**src/logic/rcp_pkg.sv**
```systemverilog
// Purpose: shared constants and types for the root clock and pdm input block
// Assumes: 32-bit avalon-mm slave, word addressed by register index
// Notes:   offsets are register indices; byte address is four times the index
package rcp_pkg;
	localparam logic [7:0] ROOT_CLOCK_IDX  = 8'h16;
	localparam logic [7:0] PDM_CLK_IDX     = 8'h1F;
	localparam logic [7:0] PDM_EDGE_IDX    = 8'h20;
	localparam logic [7:0] MASTER_CFG_IDX  = 8'h13;
	localparam logic [7:0] STATUS_IDX      = 8'h30;
	localparam logic [7:0] ROOT_CLOCK_RST  = 8'h10;
	localparam logic [7:0] PDM_CLK_RST     = 8'h40;
	localparam logic [7:0] PDM_EDGE_RST    = 8'h00;
	localparam logic [7:0] MASTER_CFG_RST  = 8'h02;
	localparam logic [7:0] ROOT_CLOCK_WMASK = 8'hF8;
	localparam logic [7:0] PDM_EDGE_WMASK  = 8'hF0;
	// field positions
	localparam int ROOT_SRC_BIT   = 7;
	localparam int FREQ_MODE_BIT  = 6;
	localparam int RATIO_LSB      = 3;
	localparam int EDGE_A_BIT     = 7;
	localparam int MS_BIT         = 7;
	localparam int PLL_OFF_BIT    = 5;
	localparam int FAMILY_BIT     = 3;
	// pdm clock half periods in sys_clk cycles at 100 MHz (approximation)
	localparam int SYS_CLK_KHZ    = 100000;
	localparam int PDM_KHZ_CODE0  = 3072;
	localparam int PDM_HALF_CODE0 = SYS_CLK_KHZ / (2 * PDM_KHZ_CODE0);
	localparam int PDM_HALF_CODE1 = SYS_CLK_KHZ / (2 * (PDM_KHZ_CODE0 / 2));
	localparam int PDM_HALF_CODE2 = SYS_CLK_KHZ / (2 * (PDM_KHZ_CODE0 / 4));
	localparam int PDM_HALF_CODE3 = SYS_CLK_KHZ / (2 * (PDM_KHZ_CODE0 * 2));
	localparam int HALF_W         = 8;

	typedef enum logic [1:0] {RCP_ROOT_BIT_CLK, RCP_ROOT_MASTER_CLK, RCP_ROOT_PLL} rcp_root_e;

	typedef struct packed {
		logic       master_slave_select;
		logic       auto_config_pll_off;
		logic       sample_rate_family;
		logic [2:0] master_clock_freq_code;
		logic       pll_off_root_source_select;
		logic       master_clock_freq_mode;
		logic [2:0] ratio_code;
		logic [1:0] pdm_clock_divider_code;
		logic [3:0] edges;
	} rcp_cfg_s;

	typedef struct packed {
		rcp_root_e   root;
		logic        ratio_applied;
		logic [11:0] ratio;
		logic        freq_from_ratio;
		logic [2:0]  freq_code;
		logic        family_441;
	} rcp_clk_s;
endpackage : rcp_pkg

```
**src/logic/rcp_pdm_capture.sv**
```systemverilog
// Purpose: synchronises four pdm data pins and latches two channels per pin
// Assumes: pins are asynchronous; three flop synchroniser, change accepted on agreement
// Notes:   sampling at the edge pulse sees data from just before the edge
`timescale 1ns/1ps
`default_nettype none
module rcp_pdm_capture
	import rcp_pkg::*;
(
	// clock and reset
	input  wire logic       sys_clk,
	input  wire logic       rst_n,
	// edges and config
	input  wire logic       rise_pulse,
	input  wire logic       fall_pulse,
	input  wire logic [3:0] edges,
	// pins
	input  wire logic [3:0] pdm_data_in,
	// channel bits
	output logic [7:0]      ch_bits,
	output logic [7:0]      ch_valid
);
	logic [3:0] s1, s2, s3, clean, next_clean;
	logic [7:0] next_bits, next_valid;

	always_comb begin
		next_clean = clean;
		for (int i = 0; i < 4; i++) begin
			if (s2[i] == s3[i]) begin
				next_clean[i] = s3[i];
			end
		end
		next_bits  = ch_bits;
		next_valid = 8'h00;
		for (int i = 0; i < 4; i++) begin
			// odd channel on falling edge unless the input's edge bit swaps it
			if (edges[3-i] ? rise_pulse : fall_pulse) begin
				next_bits[2*i]  = clean[i];
				next_valid[2*i] = 1'b1;
			end
			if (edges[3-i] ? fall_pulse : rise_pulse) begin
				next_bits[2*i+1]  = clean[i];
				next_valid[2*i+1] = 1'b1;
			end
		end
	end

	always_ff @(posedge sys_clk or negedge rst_n) begin
		if (!rst_n) begin
			s1       <= 4'h0;
			s2       <= 4'h0;
			s3       <= 4'h0;
			clean    <= 4'h0;
			ch_bits  <= 8'h00;
			ch_valid <= 8'h00;
		end else begin
			s1       <= pdm_data_in;
			s2       <= s1;
			s3       <= s2;
			clean    <= next_clean;
			ch_bits  <= next_bits;
			ch_valid <= next_valid;
		end
	end
endmodule : rcp_pdm_capture
`default_nettype wire

```
**src/logic/rcp_pdm_clk_gen.sv**
```systemverilog
// Purpose: divides sys_clk into the pdm clock and flags its edges
// Assumes: divider code may change at any time; new rate takes effect at next half period
// Notes:   rise/fall pulses are one cycle wide, aligned with the clock transition
`timescale 1ns/1ps
`default_nettype none
module rcp_pdm_clk_gen
	import rcp_pkg::*;
(
	// clock and reset
	input  wire logic       sys_clk,
	input  wire logic       rst_n,
	// control
	input  wire logic [1:0] div_code,
	// pdm clock
	output logic            pdm_clk,
	output logic            rise_pulse,
	output logic            fall_pulse
);
	logic [HALF_W-1:0] cnt, next_cnt, half, cur_half, next_cur_half;
	logic              next_pdm_clk, next_rise, next_fall;

	always_comb begin
		case (div_code)
			2'h0: half = HALF_W'(PDM_HALF_CODE0);
			2'h1: half = HALF_W'(PDM_HALF_CODE1);
			2'h2: half = HALF_W'(PDM_HALF_CODE2);
			default: half = HALF_W'(PDM_HALF_CODE3);
		endcase
		next_cnt      = cnt + 8'h01;
		next_cur_half = cur_half;
		next_pdm_clk  = pdm_clk;
		next_rise     = 1'b0;
		next_fall     = 1'b0;
		// new rate is loaded only at a transition, so no half period is cut short
		if (cnt >= cur_half - 8'h01) begin
			next_cnt      = 8'h00;
			next_cur_half = half;
			next_pdm_clk = ~pdm_clk;
			next_rise    = ~pdm_clk;
			next_fall    = pdm_clk;
		end
	end

	always_ff @(posedge sys_clk or negedge rst_n) begin
		if (!rst_n) begin
			cnt        <= 8'h00;
			cur_half   <= HALF_W'(PDM_HALF_CODE0);
			pdm_clk    <= 1'b0;
			rise_pulse <= 1'b0;
			fall_pulse <= 1'b0;
		end else begin
			cnt        <= next_cnt;
			cur_half   <= next_cur_half;
			pdm_clk    <= next_pdm_clk;
			rise_pulse <= next_rise;
			fall_pulse <= next_fall;
		end
	end
endmodule : rcp_pdm_clk_gen
`default_nettype wire

```
**src/logic/rcp_top.sv**
```systemverilog
// Purpose: root clock selection, ratio decode, pdm clock and pdm input edge control
// Assumes: avalon-mm slave with waitrequest, one wait state on every access
// Notes:   clock choice is reported as decoded state; no real clock muxing here
// Overview of operation
// slave, pll off: root is bit clock if source bit 0, master clock if 1
// mode bit 0: freq from absolute code; 1: freq from ratio field
// ratio field bits 5:3 decodes 64,256,384,512,768,1024,1536,2304
// ratio applies in master mode or slave with master clock root
// two-bit divider code picks pdm clock rate
// pdm clock register resets to 40h
// input a: ch1 falling, ch2 rising; swapped when edge bit set
// input b: ch3 falling, ch4 rising; swapped when edge bit set
// input c: ch5 falling, ch6 rising; swapped when edge bit set
// input d: ch7 falling, ch8 rising; swapped when edge bit set
// edge register resets to zero
// microphones on one input drive on opposite edges as programmed
// pll-off bit disables pll in auto mode, enabling root source choice
// family bit: 0 selects 48 kHz family, 1 selects 44.1 kHz
// one bit picks master (drive clocks) or slave (accept clocks)
// mode 0: freq code 0 is 12 MHz up to code 7 at 24.576 MHz
// read-only reserved bits read zero and ignore writes
// software keeps pdm clock reserved bits at reset value
//
// The Avalon-MM slave port was chosen for this implementation.
`timescale 1ns/1ps
`default_nettype none
module rcp_top
	import rcp_pkg::*;
(
	// clock and reset
	input  wire logic        sys_clk,
	input  wire logic        rst_n,
	// avalon-mm slave
	input  wire logic [7:0]  avs_address,
	input  wire logic        avs_read,
	input  wire logic        avs_write,
	input  wire logic [31:0] avs_writedata,
	input  wire logic [3:0]  avs_byteenable,
	output logic [31:0]      avs_readdata,
	output logic             avs_waitrequest,
	// pdm link
	input  wire logic [3:0]  pdm_data_in,
	output logic             pdm_clock_out,
	output logic [7:0]       pdm_ch_bits,
	output logic [7:0]       pdm_ch_valid,
	// clock state
	output rcp_clk_s         clk_state,
	output logic             drive_bclk_frame_sync
);
	logic [7:0]  root_clock_source_config, next_root;
	logic [7:0]  pdm_clock_divider_config, next_pdm_clock_out;
	logic [7:0]  pdm_input_edge_config, next_edge;
	logic [7:0]  master_cfg, next_master;
	logic        ack, next_ack;
	logic [31:0] next_rdata;
	rcp_cfg_s    cfg;
	rcp_clk_s    next_clk;
	logic        gen_clk, gen_rise, gen_fall;
	logic [7:0]  cap_bits, cap_valid;

	function automatic logic [11:0] ratio_of(input logic [2:0] code);
		case (code)
			3'h0: ratio_of = 12'h040;
			3'h1: ratio_of = 12'h100;
			3'h2: ratio_of = 12'h180;
			3'h3: ratio_of = 12'h200;
			3'h4: ratio_of = 12'h300;
			3'h5: ratio_of = 12'h400;
			3'h6: ratio_of = 12'h600;
			default: ratio_of = 12'h900;
		endcase
	endfunction : ratio_of

	function automatic logic [7:0] merge(input logic [7:0] old, input logic [7:0] wd,
		input logic [7:0] mask);
		merge = (old & ~mask) | (wd & mask);
	endfunction : merge

	assign cfg.master_slave_select        = master_cfg[MS_BIT];
	assign cfg.auto_config_pll_off        = master_cfg[PLL_OFF_BIT];
	assign cfg.sample_rate_family         = master_cfg[FAMILY_BIT];
	assign cfg.master_clock_freq_code     = master_cfg[2:0];
	assign cfg.pll_off_root_source_select = root_clock_source_config[ROOT_SRC_BIT];
	assign cfg.master_clock_freq_mode     = root_clock_source_config[FREQ_MODE_BIT];
	assign cfg.ratio_code = root_clock_source_config[RATIO_LSB+2:RATIO_LSB];
	assign cfg.pdm_clock_divider_code     = pdm_clock_divider_config[1:0];
	assign cfg.edges = pdm_input_edge_config[EDGE_A_BIT:EDGE_A_BIT-3];

	// register bus: every access waits one cycle, so waitrequest drops in cycle 1
	always_comb begin
		next_root   = root_clock_source_config;
		next_pdm_clock_out = pdm_clock_divider_config;
		next_edge   = pdm_input_edge_config;
		next_master = master_cfg;
		next_ack    = (avs_read | avs_write) & ~ack;
		next_rdata  = avs_readdata;
		// a write lands at the edge where waitrequest is seen low
		if (avs_write && ack && avs_byteenable[0]) begin
			case (avs_address)
				ROOT_CLOCK_IDX: next_root = merge(root_clock_source_config,
					avs_writedata[7:0], ROOT_CLOCK_WMASK);
				PDM_CLK_IDX:    next_pdm_clock_out = avs_writedata[7:0];
				PDM_EDGE_IDX:   next_edge = merge(pdm_input_edge_config,
					avs_writedata[7:0], PDM_EDGE_WMASK);
				MASTER_CFG_IDX: next_master = avs_writedata[7:0];
				default: ;
			endcase
		end
		if (avs_read && !ack) begin
			case (avs_address)
				ROOT_CLOCK_IDX: next_rdata = {24'h000000, root_clock_source_config};
				PDM_CLK_IDX:    next_rdata = {24'h000000, pdm_clock_divider_config};
				PDM_EDGE_IDX:   next_rdata = {24'h000000, pdm_input_edge_config};
				MASTER_CFG_IDX: next_rdata = {24'h000000, master_cfg};
				STATUS_IDX:     next_rdata = {12'h000, clk_state};
				default:        next_rdata = 32'h00000000;
			endcase
		end
	end

	// clock selection decode
	always_comb begin
		next_clk.family_441 = cfg.sample_rate_family;
		next_clk.ratio      = ratio_of(cfg.ratio_code);
		next_clk.freq_code  = cfg.master_clock_freq_code;
		next_clk.freq_from_ratio = cfg.master_clock_freq_mode;
		if (cfg.master_slave_select || !cfg.auto_config_pll_off) begin
			next_clk.root = RCP_ROOT_PLL;
		end else if (cfg.pll_off_root_source_select) begin
			next_clk.root = RCP_ROOT_MASTER_CLK;
		end else begin
			next_clk.root = RCP_ROOT_BIT_CLK;
		end
		next_clk.ratio_applied = cfg.master_slave_select
			| (next_clk.root == RCP_ROOT_MASTER_CLK);
	end

	always_ff @(posedge sys_clk or negedge rst_n) begin
		if (!rst_n) begin
			root_clock_source_config <= ROOT_CLOCK_RST;
			pdm_clock_divider_config <= PDM_CLK_RST;
			pdm_input_edge_config    <= PDM_EDGE_RST;
			master_cfg               <= MASTER_CFG_RST;
			ack                      <= 1'b0;
			avs_waitrequest          <= 1'b1;
			avs_readdata             <= 32'h00000000;
			clk_state                <= '0;
			drive_bclk_frame_sync         <= 1'b0;
			pdm_clock_out            <= 1'b0;
			pdm_ch_bits              <= 8'h00;
			pdm_ch_valid             <= 8'h00;
		end else begin
			root_clock_source_config <= next_root;
			pdm_clock_divider_config <= next_pdm_clock_out;
			pdm_input_edge_config    <= next_edge;
			master_cfg               <= next_master;
			ack                      <= next_ack;
			avs_waitrequest          <= ~next_ack;
			avs_readdata             <= next_rdata;
			clk_state                <= next_clk;
			drive_bclk_frame_sync         <= cfg.master_slave_select;
			pdm_clock_out            <= gen_clk;
			pdm_ch_bits              <= cap_bits;
			pdm_ch_valid             <= cap_valid;
		end
	end

	rcp_pdm_clk_gen u_clk (
		.sys_clk    (sys_clk),
		.rst_n      (rst_n),
		.div_code   (cfg.pdm_clock_divider_code),
		.pdm_clk    (gen_clk),
		.rise_pulse (gen_rise),
		.fall_pulse (gen_fall)
	);

	rcp_pdm_capture u_cap (
		.sys_clk     (sys_clk),
		.rst_n       (rst_n),
		.rise_pulse  (gen_rise),
		.fall_pulse  (gen_fall),
		.edges       (cfg.edges),
		.pdm_data_in (pdm_data_in),
		.ch_bits     (cap_bits),
		.ch_valid    (cap_valid)
	);
endmodule : rcp_top
`default_nettype wire
```
**config.mk**
```make
export PLATFORM = sky130hd
export DESIGN_NAME = rcp_top
export DESIGN_NICKNAME = d
export VERILOG_FILES = /design/src/logic/rcp_pkg.sv /design/src/logic/rcp_pdm_capture.sv /design/src/logic/rcp_pdm_clk_gen.sv /design/src/logic/rcp_top.sv
export SDC_FILE = /design/constraint.sdc
export NUM_CORES = 1
export LEC_CHECK = 0
export ABC_AREA = 1
export CORE_MARGIN = 2
export CORE_UTILIZATION = 57
export DETAILED_ROUTE_END_ITERATION = 10
export DONT_BUFFER_PORTS = 1
export PLACE_DENSITY = 0.78
export RECOVER_POWER = 25
export SETUP_SLACK_MARGIN = 0.05
export SLEW_MARGIN = 20
export SYNTH_ARGS = -nofsm -noshare
export SYNTH_HDL_FRONTEND = slang
export SYNTH_SLANG_ARGS = --single-unit
```
**constraint.sdc**
```tcl
create_clock -name sys_clk -period 2.52 [get_ports sys_clk]
set_input_delay 0.126 -clock sys_clk [delete_from_list [all_inputs] [get_ports sys_clk]]
set_output_delay 0.126 -clock sys_clk [all_outputs]
set_load 0.05 [all_outputs]
```
# Yosys cells after proc, flatten, opt, wreduce, memory -nomap -nowiden
# Index checks and enable logic that the tools add are counted.
[word_totals]
regBits = 155
inputBits = 52
output_inout_bits = 71
elab_cells = 103
[op_classes]
addsub = 2
order_cmp = 1
n_eq_ne = 18
n_mux = 24
bitwise_logic = 8
reduce_logical = 12
[ops]
columns = ["op", "count"]
rows = [
  ["$pmux W20 S5", 1],
  ["$pmux W12 S7", 1],
  ["$eq A8 B5 Y1 const B", 3],
  ["$pmux W7 S3", 1],
  ["$mux W1", 19],
  ["$eq A8 B6 Y1 const B", 2],
  ["$eq A3 B3 Y1 const B", 3],
  ["$add A8 B1 Y8 const B", 1],
  ["$ge A8 B8 Y1", 1],
  ["$mux W8", 1],
  ["$or A3 B8 Y8", 1],
  ["$or A4 B8 Y8", 1],
  ["$reduce_and A2 Y1", 4],
  ["$sub A8 B1 Y8 const B", 1],
  ["$eq A3 B2 Y1 const B", 2],
  ["$eq A1 B1 Y1", 4],
  ["$eq A2 B1 Y1 const B", 2],
  ["$eq A3 B1 Y1 const B", 1],
  ["$logic_and A1 B1 Y1", 3],
  ["$logic_not A3 Y1", 1],
  ["$not A1 Y1", 3],
  ["$eq A2 B2 Y1 const B", 1],
  ["$logic_not A1 Y1", 2],
  ["$logic_not A2 Y1", 1],
  ["other kinds (4)", 5],
]

# Longest topological paths before layout
[depth]
ltp_word = 5
ltp_mapped = 12
depth_no_buf = 11

# Cells and area by module
# Synthesis repeated with hierarchy kept, for this count alone.
[hier_totals]
cells_unflattened = 546
area_unflattened_um2 = 5265.0
[modules_own_cells]
columns = ["mod", "instances", "cells_each", "area_each_um2", "seq_area_each_um2"]
rows = [
  ["rcp_top", 1, 321, 3194.3, 1906.8],
  ["rcp_pdm_capture", 1, 116, 1156.1, 800.8],
  ["rcp_pdm_clk_gen", 1, 109, 914.6, 376.6],
]

# Least setup slack after synthesis
# No wires, ideal clock.
[synth_path]
path_kind = "flip-flop to flip-flop"
startpoint = "register u_clk.cur_half[0]"
endpoint = "register u_clk.cur_half[5]"
setup_time_ps = 117
t_arrival_ps = 1744
t_required_ps = 2403
slack_ps = 659
stages_incl_launch_ff = 11
n_path_buf = 1
period_less_slack_ps = 1861
path_cell_list = "dfrtp_1 -> inv_1 -> ha_1 -> ha_1 -> a21oi_1 -> nand2_1 -> nand2_1 -> nand2_1 -> buf_4 -> nand2_1 -> nand2_1"
[synth_between]
elab_chain_cells = 2
[synth_rtl]
columns = ["item", "line_no", "text"]
rows = [
  ["from (decl)", "rcp_pdm_clk_gen.sv:19", "logic [HALF_W-1:0] cnt, next_cnt, half, cur_half, next_cur_half;"],
  ["from (signal assigned)", "rcp_pdm_clk_gen.sv:47", "cur_half <= HALF_W'(PDM_HALF_CODE0);"],
  ["from (signal assigned)", "rcp_pdm_clk_gen.sv:53", "cur_half <= next_cur_half;"],
  ["$sub A8 B1 Y8", "rcp_pdm_clk_gen.sv:35", "if (cnt >= cur_half - 8'h01) begin"],
  ["$ge A8 B8 Y1", "rcp_pdm_clk_gen.sv:35", ""],
]
# Every way passes these cells.
# A chain may end at the register's enable or synchronous reset.

# Worst setup path after layout
[layout_path]
startpoint = "register u_clk.cur_half[4]"
endpoint = "register u_clk.pdm_clk"
[layout_between]
elab_chain_cells = 2
[layout_rtl]
columns = ["item", "line_no", "text"]
rows = [
  ["$sub A8 B1 Y8", "rcp_pdm_clk_gen.sv:35", ""],
  ["$ge A8 B8 Y1", "rcp_pdm_clk_gen.sv:35", ""],
  ["to (signal assigned)", "rcp_pdm_clk_gen.sv:54", "pdm_clk <= next_pdm_clk;"],
  ["to (decl)", "rcp_pdm_clk_gen.sv:15", "output logic pdm_clk,"],
]
# Every way passes these cells.

==> flow_summary.toml <==
[die]
die_w_microns = 98.63
coreArea_sq_um = 8721
dieHeight_microns = 98.63
die_area_sq_um = 9727
ioPinCount = 123
start_util_pct = 58.52
std_cell_rows = 34

[worst_setup_path]
r2r-end = "u_clk.pdm_clk"
rr_startpoint = "u_clk.cur_half[4]"
start_kind = "flop"
timing.reg2reg.setup_slack_ns = 0.37
critPathRequiredTime_ns = 2.92
path_class = "reg2reg"
critPathMaxFanout = 14
worst_setup_path_end_kind = "flop"
r2r_cells = 9
cp.arrival_ns = 2.55

[final_layout]
num-fill-cells = 612
antennaDiodeCount = 0
syn_to_final_growth_pct = 14.42
finalInstanceArea_sq_um = 5839
multi_input_area_sq_um = 1667
final_util_pct = 66.96
fin_nets = 598
seqCellArea_sq_um = 3084
layout-drive-gt1-share_pct = 11.70
fin_cells = 655

[drt]
drt_iter0_markers = 186
drt-total-wl_mm = 9.441
antenna_left = 0
vias = 3410
viasPerCell = 5.206
drcViolationCount = 0
wl_per_cell_microns = 14.41
drt-pass1-iter-count = 5

[timing]
hold_viol_final = 123
max-slew-margin-rel_pct = 57.48
slew_violations = 0
worstMarginPinSlew_ns = 0.6362
setup_viol = 0
rsz0062_at_grt = "false"
fin_crit_sh_pct = 85.27
whs_ns = -0.7022
fin_skew_ns = 0.006929
layout_min_cycle_time_ns = 2.149
final.setup.worst_slack_ns = 0.3711
fmax_ghz = 0.4654
fin_setup_tns_ns = 0

[pwr]
p_switching_mw = 1.031
comb_power_share_pct = 4.1
p_leak_nw = 3.021
ir_drop_mv = 0.4337
pwr-share-clk_pct = 49.7
p_seq_share_pct = 46.2
swShare_pct = 23.03
intPower_mw = 3.445
powerDensity_nw_per_um2 = 766.5

[run_status]
status = "complete, but fails checks"
violations = "hold timing"

[clock_tree]
clockRootBuffer = "clkbuf_8"
cts_hold_buffers = 19
cts_tree = "built"
clock_sinks = 123
cts_max_level = 4
path_clk_slew_ns = 0.06
cts.path.max_buffers = 2
insertion_delay_ns = 0.52
cts-buffers-inserted = 17

[grt]
grtUsageMet3_pct = 7.163
overflow = 0
grt_pass1_vias = 3349
track_usage_pct = 21.27
antenna_found_initial = 0
top_usage_layer = "met2"
met1_usage_pct = 27.08
grt_pass1_wl_mm = 16.03
grt_start_max_net_pins = 124
use_met2_pct = 34.07

[synthesis]
synth_top_area_share_pct = 57.86
synth_ff_type = "dfrtp_1"
synth-seq-cells = 123
ys_seq_area_share_pct = 60.43
ys_types = 31
synth.area.top_cells = "dfrtp_1 (58%), nand2_1 (9.1%), inv_1 (4.0%), nand3_1 (3.7%), buf_4 (3.2%)"
synth_top_area_cell = "dfrtp_1"
synth.most_common_cell = "nand2_1"
synth_area_sq_um = 5104
synth_edf_count = 0
synth_warnings = 0
synth_cells = 505
synthTopCellsByCount = "nand2_1 (124), dfrtp_1 (118), inv_1 (55)"
async_flop_share_pct = 100.0
avgSynthCellArea_sq_um = 10.11

[place]
dp_hpwl_mm = 6.195
gp_congestion = 0.8435
port_buffers = 0
place_ws_ns = 0.2406
place_inst = 606
place_area_sq_um = 5101

[worst_hold_path]
hold_path.class = "in2async"

[job]
maxCapViolCount = 0
[layout make-up]
| class | instances | area share, % |
|---|---|---|
| flip-flops and latches | 123 | 52.82 |
| multi-input cells | 318 | 28.54 |
| clock buffers | 18 | 7.157 |
| inverters | 56 | 3.600 |
| repair buffers | 20 | 3.385 |
| well taps | 108 | 2.314 |
| clock inverters | 12 | 2.186 |
[critical path, stage by stage (launching register included)]
cell and delay (ns):
dfstp_2 0.55, nor2_1 0.07, nand2_1 0.08, xor2_1 0.20
ha_1 0.28, a21oi_1 0.14, o21a_1 0.25, nand2_2 0.24
nand2_1 0.16, nand2_1 0.07
[power groups by stage]
stage | Sequential, mW | Clock [mW] | Combinational, mW
2_1_floorplan | 2.09 | 0 | 0.167
3_3_place_gp | 2.10 | 0 | 0.153
3_5_place_dp | 2.10 | 0 | 0.156
4_1_cts | 2.07 | 2.24 | 0.183
5_1_grt | 2.07 | 2.34 | 0.199
6_report | 2.07 | 2.23 | 0.184
[through the flow]
step	hold slack [ns]	power, mW
2_1_floorplan	-0.1696	2.261
3_3_place_gp	-0.1678	2.251
3_5_place_dp	-0.1675	2.256
4_1_cts	-0.7103	4.493
5_1_grt	-0.7212	4.604
6_report	-0.7022	4.476
[registers in the layout, indices dropped and copies added (netlist names)]
signal                    flops
pdm_ch_valid                  8
avs_waitrequest               1
u_cap.s3                      4
ack                           1
u_clk.rise_pulse              1
u_cap.s2                      4
u_cap.s1                      4
u_cap.ch_valid                8
u_clk.cur_half                4
u_clk.fall_pulse              1
u_clk.pdm_clk                 1
pdm_clock_out                 1
pdm_clock_divider_config      8
drive_bclk_frame_sync         1
u_clk.cnt                     8
clk_state                    14
u_cap.clean                   4
pdm_ch_bits                   8
u_cap.ch_bits                 8
root_clock_source_config      5
pdm_input_edge_config         4
master_cfg                    8
avs_readdata                 17
[cell usage in the layout (no fill, tap or decap), types with 2 or more instances in the layout]
master and count:
a21oi_1 14, bufinv_16 2, clkbuf_16 16, clkinv_2 4, clkinv_4 2, clkinvlp_4 4, conb_1 21, dfrtp_1 118
dfstp_2 5, dlygate4sd3_1 19, ha_1 10, inv_1 55, maj3_1 4, nand2_1 123, nand2_2 3, nand2_4 2
nand3_1 38, nand3_2 3, nand3_4 2, nor2_1 28, nor2_4 4, nor2_8 2, nor3_1 3, nor3_2 3
o21a_1 7, o21ai_0 31, o21ai_1 5, o21ai_2 8, xor2_1 3
[layer usage]
metal | vias up | share of wire (%)
met5 | - | 0
met4 | 0 | 1.2
met3 | 11 | 6.4
met2 | 105 | 52
met1 | 1654 | 40
li1 | 1640 | -
[how the worst max path moves through the flow]
stage                      startpoint           endpoint  cells after the start  slack [ns]
global route        u_clk.cur_half[0]      u_clk.pdm_clk                      9        0.19
CTS                 u_clk.cur_half[4]      u_clk.pdm_clk                      9        0.19
finish              u_clk.cur_half[4]      u_clk.pdm_clk                      9        0.37
floorplan           u_clk.cur_half[0]  u_clk.cur_half[5]                     10        0.66
detailed placement  u_clk.cur_half[4]      u_clk.pdm_clk                      9        0.24
global placement    u_clk.cur_half[0]      u_clk.pdm_clk                      9        0.32
[repair_timing]
| action | CTS | global route |
|---|---|---|
| resized for setup | 0 | 1 |
| hold endpoints to repair | 163 | 123 |
| buffers inserted | 0 | 0 |
| setup endpoints to repair | 0 | 3 |
[cells by family after synthesis]
logic type / Yosys count / share of synthesized area [%]
AO/OA/AOI/OAI: 67 / 7.600
XOR/XNOR: 4 / 0.6866
adder cells (fa/ha/maj): 14 / 3.236
buffers and inverters: 84 / 8.433
flip-flops: 123 / 60.43
other: 1 / 0.07348
AND/OR/NAND/NOR: 212 / 19.54
No activity file was read; power rests on OpenSTA's default activity.
